<file path="src/logic/atten_cfg.svh">
// Constants for the serial step attenuator control block
//
// Contract
// [RULE1] Select low picks parallel, high picks serial
// [RULE2] Six-bit shift register, bit five first
// [RULE3] Bits weigh 16,8,4,2,1,0.5 dB
// [RULE4] Data sampled on serial clock rising edge
// [RULE5] Controller holds strobe low during six bits
// [RULE6] Strobe rise copies shift into active register
// [RULE7] Controller drops strobe before next word
// [RULE8] Strobe low leaves active register unchanged
// [RULE9] Controller waits 100 ns after select rises
// [RULE10] Power-up serial default is all ones
// [RULE11] Strobe held high: attenuation follows shifts
// [RULE12] Shift toward bit five, new bit at zero
`ifndef ATTEN_CFG_SVH
`define ATTEN_CFG_SVH
`define ATTEN_WORD_W       6
`define ATTEN_RESET_WORD   6'h3f
`define ATTEN_MODE_SETUP_NS 100
`define ATTEN_CLK_NS       40
`endif

</file>
<file path="src/logic/atten_pkg.sv">
// Types for the serial step attenuator control block
package atten_pkg;
  typedef enum logic [1:0] {
    MODE_PARALLEL = 2'b00,
    MODE_SERIAL   = 2'b01
  } iface_mode_t;
endpackage

</file>
<file path="src/logic/step_attenuator_serial_control.sv">
// Serial/parallel control of a six-bit step attenuator
`timescale 1ns/1ps
`include "atten_cfg.svh"
module step_attenuator_serial_control #(
  parameter int WORD_W = `ATTEN_WORD_W
) (
  input  wire logic              clk_in,
  input  wire logic              nrst_in,
  input  wire logic              interface_select_in,
  input  wire logic              serial_clk_in,
  input  wire logic              serial_data_in,
  input  wire logic              latch_strobe_in,
  input  wire logic [WORD_W-1:0] parallel_word_in,
  output logic      [WORD_W-1:0] atten_word_out,
  output logic      [WORD_W-1:0] shift_word_out,
  output logic                   serial_mode_out
);
  //////////////////////////////////////////////////////////////////////
  // Input synchronisation
  logic sel_lvl;
  logic sclk_rise;
  logic data_lvl;
  logic strobe_lvl;
  logic strobe_rise;
  logic data_meta_ff;
  logic data_sync_ff;
  logic [WORD_W-1:0] par_meta_ff;
  logic [WORD_W-1:0] par_sync_ff;

  sync_edge u_sel (
    .clk_in        (clk_in),
    .nrst_in       (nrst_in),
    .async_in      (interface_select_in),
    .reset_level_in(1'b0),
    .level_out     (sel_lvl),
    .rise_out      ()
  );
  // Serial clock rests low between bits; its flops still preset high, so release gives no rise
  sync_edge u_sclk (
    .clk_in        (clk_in),
    .nrst_in       (nrst_in),
    .async_in      (serial_clk_in),
    .reset_level_in(1'b0),
    .level_out     (),
    .rise_out      (sclk_rise)
  );
  sync_edge u_strobe (
    .clk_in        (clk_in),
    .nrst_in       (nrst_in),
    .async_in      (latch_strobe_in),
    .reset_level_in(1'b0),
    .level_out     (strobe_lvl),
    .rise_out      (strobe_rise)
  );

  // Data gets the same two-flop delay as the clock so setup is kept
  always_ff @(posedge clk_in or negedge nrst_in) begin
    if (!nrst_in) begin
      data_meta_ff <= 1'b0;
      data_sync_ff <= 1'b0;
      par_meta_ff  <= '0;
      par_sync_ff  <= '0;
    end else begin
      data_meta_ff <= serial_data_in;
      data_sync_ff <= data_meta_ff;
      par_meta_ff  <= parallel_word_in;
      par_sync_ff  <= par_meta_ff;
    end
  end
  assign data_lvl = data_sync_ff;

  //////////////////////////////////////////////////////////////////////
  // Mode
  atten_pkg::iface_mode_t mode;
  assign mode = sel_lvl ? atten_pkg::MODE_SERIAL : atten_pkg::MODE_PARALLEL; // [RULE1]

  //////////////////////////////////////////////////////////////////////
  // Shift register
  logic [WORD_W-1:0] shift_ff;
  logic [WORD_W-1:0] nxt_shift;
  logic              shifting;

  // Shifting in parallel mode is ignored; the controller waits after select rises
  assign shifting  = sclk_rise && (mode == atten_pkg::MODE_SERIAL); // [RULE4] [RULE9]
  assign nxt_shift = {shift_ff[WORD_W-2:0], data_lvl}; // [RULE2] [RULE12]

  always_ff @(posedge clk_in or negedge nrst_in) begin
    if (!nrst_in) begin
      shift_ff <= `ATTEN_RESET_WORD;
    end else if (shifting) begin
      shift_ff <= nxt_shift; // [RULE2] [RULE12]
    end
  end

  //////////////////////////////////////////////////////////////////////
  // Active register; each bit weighs 2^i half-dB steps
  logic [WORD_W-1:0] active_ff;
  logic [WORD_W-1:0] nxt_active;
  logic              par_strobe_seen_ff;

  always_comb begin
    nxt_active = active_ff; // [RULE8]
    if (mode == atten_pkg::MODE_SERIAL) begin
      if (strobe_lvl && !strobe_rise && shifting) begin
        nxt_active = nxt_shift; // [RULE11]
      end else if (strobe_rise) begin
        nxt_active = shifting ? nxt_shift : shift_ff; // [RULE6]
      end
    end else begin
      // Parallel: direct while strobe high, held once it falls
      if (strobe_rise || (strobe_lvl && !par_strobe_seen_ff)) begin
        nxt_active = par_sync_ff;
      end else if (strobe_lvl) begin
        nxt_active = par_sync_ff;
      end
    end
  end

  // Distinguishes latched use from power-up with strobe already high
  always_ff @(posedge clk_in or negedge nrst_in) begin
    if (!nrst_in) begin
      par_strobe_seen_ff <= 1'b0;
    end else if (strobe_rise) begin
      par_strobe_seen_ff <= 1'b1;
    end
  end

  always_ff @(posedge clk_in or negedge nrst_in) begin
    if (!nrst_in) begin
      active_ff <= `ATTEN_RESET_WORD; // [RULE10]
    end else begin
      active_ff <= nxt_active; // [RULE3] [RULE6]
    end
  end

  //////////////////////////////////////////////////////////////////////
  // Outputs, all from flops
  always_ff @(posedge clk_in or negedge nrst_in) begin
    if (!nrst_in) begin
      atten_word_out  <= `ATTEN_RESET_WORD;
      shift_word_out  <= `ATTEN_RESET_WORD;
      serial_mode_out <= 1'b1;
    end else begin
      atten_word_out  <= nxt_active; // [RULE3]
      shift_word_out  <= shifting ? nxt_shift : shift_ff;
      serial_mode_out <= (mode == atten_pkg::MODE_SERIAL);
    end
  end
endmodule

</file>
<file path="src/logic/sync_edge.sv">
// Two-flop synchroniser with rising-edge detection
`timescale 1ns/1ps
module sync_edge (
  input  wire logic clk_in,
  input  wire logic nrst_in,
  input  wire logic async_in,
  input  wire logic reset_level_in,
  output logic      level_out,
  output logic      rise_out
);
  logic meta_ff;
  logic sync_ff;
  logic prev_ff;

  // Flops preset high match the pins' pull-ups, so no false edge at release
  always_ff @(posedge clk_in or negedge nrst_in) begin
    if (!nrst_in) begin
      meta_ff <= 1'b1;
      sync_ff <= 1'b1;
      prev_ff <= 1'b1;
    end else begin
      meta_ff <= async_in;
      sync_ff <= meta_ff;
      prev_ff <= sync_ff;
    end
  end

  assign level_out = sync_ff;
  assign rise_out  = sync_ff & ~prev_ff & ~reset_level_in;
endmodule

</file>
<file path="config.mk">
export PLATFORM = sky130hd
export DESIGN_NAME = step_attenuator_serial_control
export DESIGN_NICKNAME = d
export VERILOG_FILES = /design/src/logic/atten_pkg.sv /design/src/logic/step_attenuator_serial_control.sv /design/src/logic/sync_edge.sv
export VERILOG_INCLUDE_DIRS = /design/src /design/src/logic
export SDC_FILE = /design/constraint.sdc
export NUM_CORES = 1
export LEC_CHECK = 0
export BUFFER_PORTS_ARGS = -buffer_cell sky130_fd_sc_hd__buf_2
export CORE_UTILIZATION = 30
export DETAILED_ROUTE_END_ITERATION = 16
export PLACE_DENSITY_LB_ADDON = 0.05
export SYNTH_ARGS = -nofsm -noshare
export SYNTH_HDL_FRONTEND = slang
export SYNTH_SLANG_ARGS = --single-unit
</file>
<file path="constraint.sdc">
create_clock -name clk_in -period 1.55 [get_ports clk_in]
set_input_delay 0.0775 -clock clk_in [delete_from_list [all_inputs] [get_ports clk_in]]
set_output_delay 0.0775 -clock clk_in [all_outputs]
set_load 0.01 [all_outputs]
</file>
==> results of run 1 <==
## what timing repair did
item                      CTS  global route
hold buffers               11             0
setup buffers               0             0
hold endpoints to repair   24             0
## per-layer routing
| metal | part of all wire (%) | vias to the layer above | GRT usage (%) |
|---|---|---|---|
| met1 | 47 | 350 | 12.9 |
| li1 | - | 341 | - |
| met4 | 1.2 | 0 | 4.79 |
| met5 | 0 | - | 0 |
| met3 | 5.3 | 2 | 4.14 |
| met2 | 47 | 18 | 16.2 |
## area by class of cell
cell class	instances	area (sq um)
multi-input cells	36	309
repair buffers	37	245
clock buffers	7	76.3
well taps	48	60.1
clock inverters	1	30.0
fillers	361	2180
flip-flops and latches	35	902
## registers in the layout, indices dropped and copies added, names as in the netlist
signal	cells
atten_word_out	6
par_meta_ff	6
par_sync_ff	6
shift_word_out	6
data_lvl	1
data_meta_ff	1
serial_mode_out	1
u_sclk.level_out	1
u_sclk.meta_ff	1
u_sclk.prev_ff	1
u_sel.level_out	1
u_sel.meta_ff	1
u_strobe.level_out	1
u_strobe.meta_ff	1
u_strobe.prev_ff	1
## power by group through the flow
stage	clock network [mW]	registers, mW	logic (mW)
after floorplan	0	1.26	0.164
after global placement	0	1.22	0.359
after detailed placement	0	1.23	0.362
after CTS	0.796	1.21	0.384
after global routing	0.838	1.23	0.419
final	0.768	1.21	0.375
## through the flow
stage / hold slack [ns] / power, mW
floorplan: -0.218 / 1.42
global placement: 0.183 / 1.58
detailed placement: 0.184 / 1.59
CTS: 0.351 / 2.39
global route: 0.358 / 2.49
finish: 0.348 / 2.35
## worst max-delay path by stage
| stage | start | cells after the start | end |
|---|---|---|---|
| 2_1_floorplan | u_sclk.prev_ff | 5 | atten_word_out[5] |
| 3_3_place_gp | u_sel.level_out | 3 | atten_word_out[5] |
| 3_5_place_dp | u_sel.level_out | 3 | atten_word_out[5] |
| 4_1_cts | u_sel.level_out | 3 | atten_word_out[5] |
| 5_1_grt | u_sel.level_out | 3 | atten_word_out[5] |
| 6_report | u_sel.level_out | 3 | atten_word_out[5] |
## Yosys cell counts
| cell type | number |
|---|---|
| nor2b_1 | 7 |
| mux2i_1 | 6 |
| o21a_1 | 6 |
| mux2_2 | 6 |
| nor2b_4 | 1 |
| a32o_1 | 6 |
| or2_0 | 1 |
| dfstp_2 | 21 |
| buf_2 | 2 |
| dfrtp_1 | 14 |
| o21ai_1 | 1 |
| nand2_1 | 2 |
| buf_6 | 1 |
## cells by family (layout without fill, tap and decap cells)
kind of cell,after synthesis,count (layout),synth area share (%)
AO/OA/AOI/OAI,13,13,8.93
buffers and inverters,3,45,1.73
flip-flops,35,35,73.2
multiplexers,12,12,10.4
AND/OR/NAND/NOR,11,11,5.79
==> flow_summary.json, run 1 <==
{
  "hold_start": "data_meta_ff",
  "final_area_sq_um": 1620,
  "synth_top_cell_by_area": "dfstp_2",
  "final_common_cell": "buf_2",
  "pwr-share-seq_pct": 51.4,
  "viasPerCell": 4.34,
  "slew_violations": 0,
  "cp.required_ns": 1.75,
  "setup_tns_ns": 0,
  "synth_fp_nets": 86,
  "firstDrtPassIters": 4,
  "layout-drive-gt1-share_pct": 51.7,
  "finish.utilization_pct": 42.7,
  "worst-path-buf-inv": 0,
  "design.core.area_sq_um": 3800,
  "critPathSlowestCell": "dfstp_2",
  "setup_slack_ns": 0.136,
  "ys_ff_latch": 35,
  "r2r_slack_ns": 0.14,
  "synth_top_area_share_pct": 44.8,
  "final_cell_mix": "buf_2 (24), dfstp_2 (21), dfrtp_1 (14)",
  "finalNonFillerCells": 164,
  "crit_path_start_kind": "flip-flop",
  "start_util_pct": 32.4,
  "ys_seq_area_share_pct": 73.2,
  "wl_per_cell_um": 11.6,
  "drc": 0,
  "avgSynthCellArea_sq_um": 16.7,
  "path_clk_slew_ns": 0.06,
  "switchingPower_uw": 548,
  "slew_headroom_pct": 51.9,
  "io_pins": 25,
  "gp_congestion": 0.709,
  "crit_path_end_kind": "flip-flop",
  "gr-usage-all-layers_pct": 10.5,
  "hold_violations": 0,
  "area_growth_pct": 31.7,
  "antenna_left": 0,
  "cts_resized": 0,
  "cts_buffers": 5,
  "min_path_cells": 0,
  "die_height_um": 66.1,
  "slowest_delay_ns": 0.64,
  "grt_pass1_vias": 767,
  "dieArea_sq_um": 4370,
  "row_count": 22,
  "overflow": 0,
  "crit_type": "reg2reg",
  "cts-root-buf": "clkbuf_8",
  "p_clk_share_pct": 32.7,
  "netlist_instances": 74,
  "yosys-top-cells-area": "dfstp_2 (45%), dfrtp_1 (28%), mux2_2 (5.5%)",
  "antenna_cells": 0,
  "synth_cell_type_count": 13,
  "peakVddDrop_uv": 724,
  "rsz0062_at_grt": "no",
  "dp_hpwl_mm": 1.32,
  "clockBufferDepth": 2,
  "worstMarginPinSlew_ns": 0.722,
  "finClkSkew_ns": 0.00515,
  "grt_start_max_net_pins": 36,
  "power.density_nw_per_um2": 1450,
  "ff2ff_path_depth": 3,
  "setup_viol": 0,
  "cts_max_level": 2,
  "grt_pass1_wl_mm": 3.34,
  "reg2reg_to": "atten_word_out[5]",
  "cp.arrival_ns": 1.61,
  "placed_area_sq_um": 1410,
  "post-place-cells": 145,
  "p_int_mw": 1.80,
  "fin_crit_ns": 1.41,
  "fmax_mhz": 707,
  "wirelength_mm": 1.90,
  "syn_area_sq_um": 1230,
  "nets": 127,
  "clock-sinks": 35,
  "path_cells": "nand2_1 > or2_0 > a32o_1",
  "num_vias": 711,
  "drt_iter0_markers": 21,
  "p_comb_share_pct": 16.0,
  "status": "finished, final reports clean",
  "antenna_found_initial": 0,
  "reg2reg_from": "u_sel.level_out",
  "crit_fanout": 13,
  "cts_tree": "yes",
  "fp.dieW_um": 66.1,
  "clkLatencyLatePin_ns": 0.27,
  "hp-class": "reg2reg",
  "sw_frac_of_total_pct": 23.3,
  "hold_path_end": "data_lvl",
  "ys_warn_count": 0,
  "place.port_buffers": 24,
  "maxCapViolCount": 0,
  "post-route-period-util_pct": 91.2,
  "cp_top_family": "flip-flops",
  "p_leak_nw": 0.695,
  "dp_slack_ns": 0.152
}
(Power assumes the default switching activity.)
==> inputs of run 2 (changes only) <==
Settings changed: HOLD_SLACK_MARGIN set to 0.05, PLACE_DENSITY_LB_ADDON 0.05 to not set.
==> run 2 against run 1 <==
Worst setup slack gained 0.0083 ns. Sequential power about the same. Sequential cell count unchanged. Die area did not move. Routed wire length up 12%. Cell area shrank 0.46%. Count of clock-buffer cells in the layout is 1 lower. Hold slack better by 0.00052 ns.
==> flow_summary.json, run 2 (same netlist as run 1, synthesis figures left out) <==
{
  "clockBufferDepth": 2,
  "finalNonFillerCells": 164,
  "peakVddDrop_uv": 650,
  "antenna_left": 0,
  "grt_start_max_net_pins": 36,
  "ff_latch_area_sq_um": 902,
  "multi_input_area_sq_um": 309,
  "cp.depth": 3,
  "final_cell_mix": "buf_2 (24), dfstp_2 (21), dfrtp_1 (14)",
  "drt_iter0_markers": 5,
  "placed_area_sq_um": 1410,
  "post-route-period-util_pct": 90.7,
  "holdWs_ns": 0.349,
  "ff2ff_path_depth": 3,
  "final_common_cell": "buf_2",
  "hold_violations": 0,
  "p_comb_share_pct": 16.8,
  "wirelength_mm": 2.12,
  "place.port_buffers": 24,
  "design.core.area_sq_um": 3800,
  "viasPerCell": 4.51,
  "dp_hpwl_mm": 1.41,
  "gp_congestion": 0.697,
  "rsz0062_at_grt": "no",
  "cp_top_family": "simple AND/OR/NAND/NOR gates",
  "fp.dieW_um": 66.1,
  "path_clk_slew_ns": 0.07,
  "wl_per_cell_um": 13.0,
  "nets": 127,
  "p_int_mw": 1.68,
  "hp-class": "reg2reg",
  "crit_fanout": 8,
  "grt_pass1_vias": 780,
  "p_leak_nw": 0.690,
  "crit_path_end_kind": "flip-flop",
  "cp-endpoint": "atten_word_out[2]",
  "dp_slack_ns": 0.142,
  "sw_frac_of_total_pct": 26.0,
  "finClkSkew_ns": 0.00639,
  "overflow": 0,
  "clock-sinks": 35,
  "fin_crit_ns": 1.41,
  "path_cells": "nor2b_4 > or2_0 > a32o_1",
  "slew_violations": 0,
  "final_area_sq_um": 1620,
  "maxCapViolCount": 0,
  "cts_tree": "yes",
  "cts_max_level": 2,
  "cts_setup_buffers": 0,
  "worstMarginPinSlew_ns": 0.717,
  "drc": 0,
  "fmax_mhz": 711,
  "cp.arrival_ns": 1.63,
  "power.density_nw_per_um2": 1410,
  "firstDrtPassIters": 3,
  "cp.required_ns": 1.77,
  "start_util_pct": 32.4,
  "status": "finished, final reports clean",
  "io_pins": 25,
  "p_clk_share_pct": 30.0,
  "reg2reg_to": "atten_word_out[2]",
  "switchingPower_uw": 593,
  "pwr-share-seq_pct": 53.1,
  "worst-path-buf-inv": 0,
  "slowest_delay_ns": 0.53,
  "layout-drive-gt1-share_pct": 53.4,
  "antenna_cells": 0,
  "setup_slack_ns": 0.144,
  "grt_pass1_wl_mm": 3.59,
  "slew_headroom_pct": 52.2,
  "min_path_cells": 0,
  "antenna_found_initial": 0,
  "cts_buffers": 5,
  "reg2reg_from": "u_sclk.level_out",
  "gr-usage-all-layers_pct": 11.9,
  "num_vias": 740,
  "die_height_um": 66.1,
  "row_count": 22,
  "critPathSlowestCell": "dfstp_2",
  "post-place-cells": 145,
  "clkLatencyLatePin_ns": 0.28,
  "area_growth_pct": 31.1,
  "cts-root-buf": "clkbuf_8",
  "setup_viol": 0,
  "crit_path_start_kind": "flip-flop",
  "crit_type": "reg2reg",
  "dieArea_sq_um": 4370,
  "r2r_slack_ns": 0.14,
  "fillCellCount": 369,
  "setup_tns_ns": 0,
  "setup.worst_path.start": "u_sclk.level_out"
}
[run 2: cell count changes in the layout (fill, tap and decap cells not counted)]
cell        before  now
bufinv_16        1    0
clkbuf_1         2    0
clkbuf_8         5    6
clkinv_4         0    1
clkinvlp_4       0    1
[run 2: per-layer routing]
metal  track usage [%]  wire [um]  vias up
met3              6.55        112        4
met1              13.0        957      377
met4              6.38         29        0
met2              18.2       1020       20
met5                 0          0        -
li1                  -          -      339
[run 2: how the worst min path moves through the flow]
stage / start / to / slack, ns
after floorplan: nrst_in / data_lvl / -0.22
after global placement: nrst_in / par_meta_ff[3] / 0.17
after detailed placement: nrst_in / par_meta_ff[2] / 0.18
after CTS: par_meta_ff[0] / par_sync_ff[0] / 0.35
after global routing: par_meta_ff[1] / par_sync_ff[1] / 0.36
final: par_meta_ff[3] / par_sync_ff[3] / 0.35
[run 2: cell type report]
class,count,share of cell area [%]
clock buffer,6,5.11
multi-input combinational,36,19.1
clock inverter,2,1.01
sequential,35,55.8
tap,48,3.72
timing repair buffer,37,15.2
[run 2: through the flow]
stage / total power [mW] / utilization (%)
6_report: 2.28 / 42.5
5_1_grt: 2.41 / 42.5
4_1_cts: 2.32 / 42.5
3_5_place_dp: 1.60 / 37.0
3_3_place_gp: 1.58 / 37.0
2_1_floorplan: 1.42 / -
[run 2: repair_timing]
item	4_1_cts	5_1_grt
setup endpoints to repair	0	0
hold buffers	11	0
gates resized for setup	0	0
hold endpoints to repair	24	0
[run 2: worst register-to-register path, cell delays in order (launching register included)]
cell and delay, ns:
dfstp_2 0.53, nor2b_4 0.25, or2_0 0.34, a32o_1 0.23
[run 2: power groups by stage]
stage          Sequential (mW)  Clock (mW)  Combinational (mW)
2_1_floorplan             1.26           0               0.164
3_3_place_gp              1.22           0               0.361
3_5_place_dp              1.23           0               0.369
4_1_cts                   1.21       0.718               0.392
5_1_grt                   1.23       0.760               0.426
6_report                  1.21       0.684               0.384
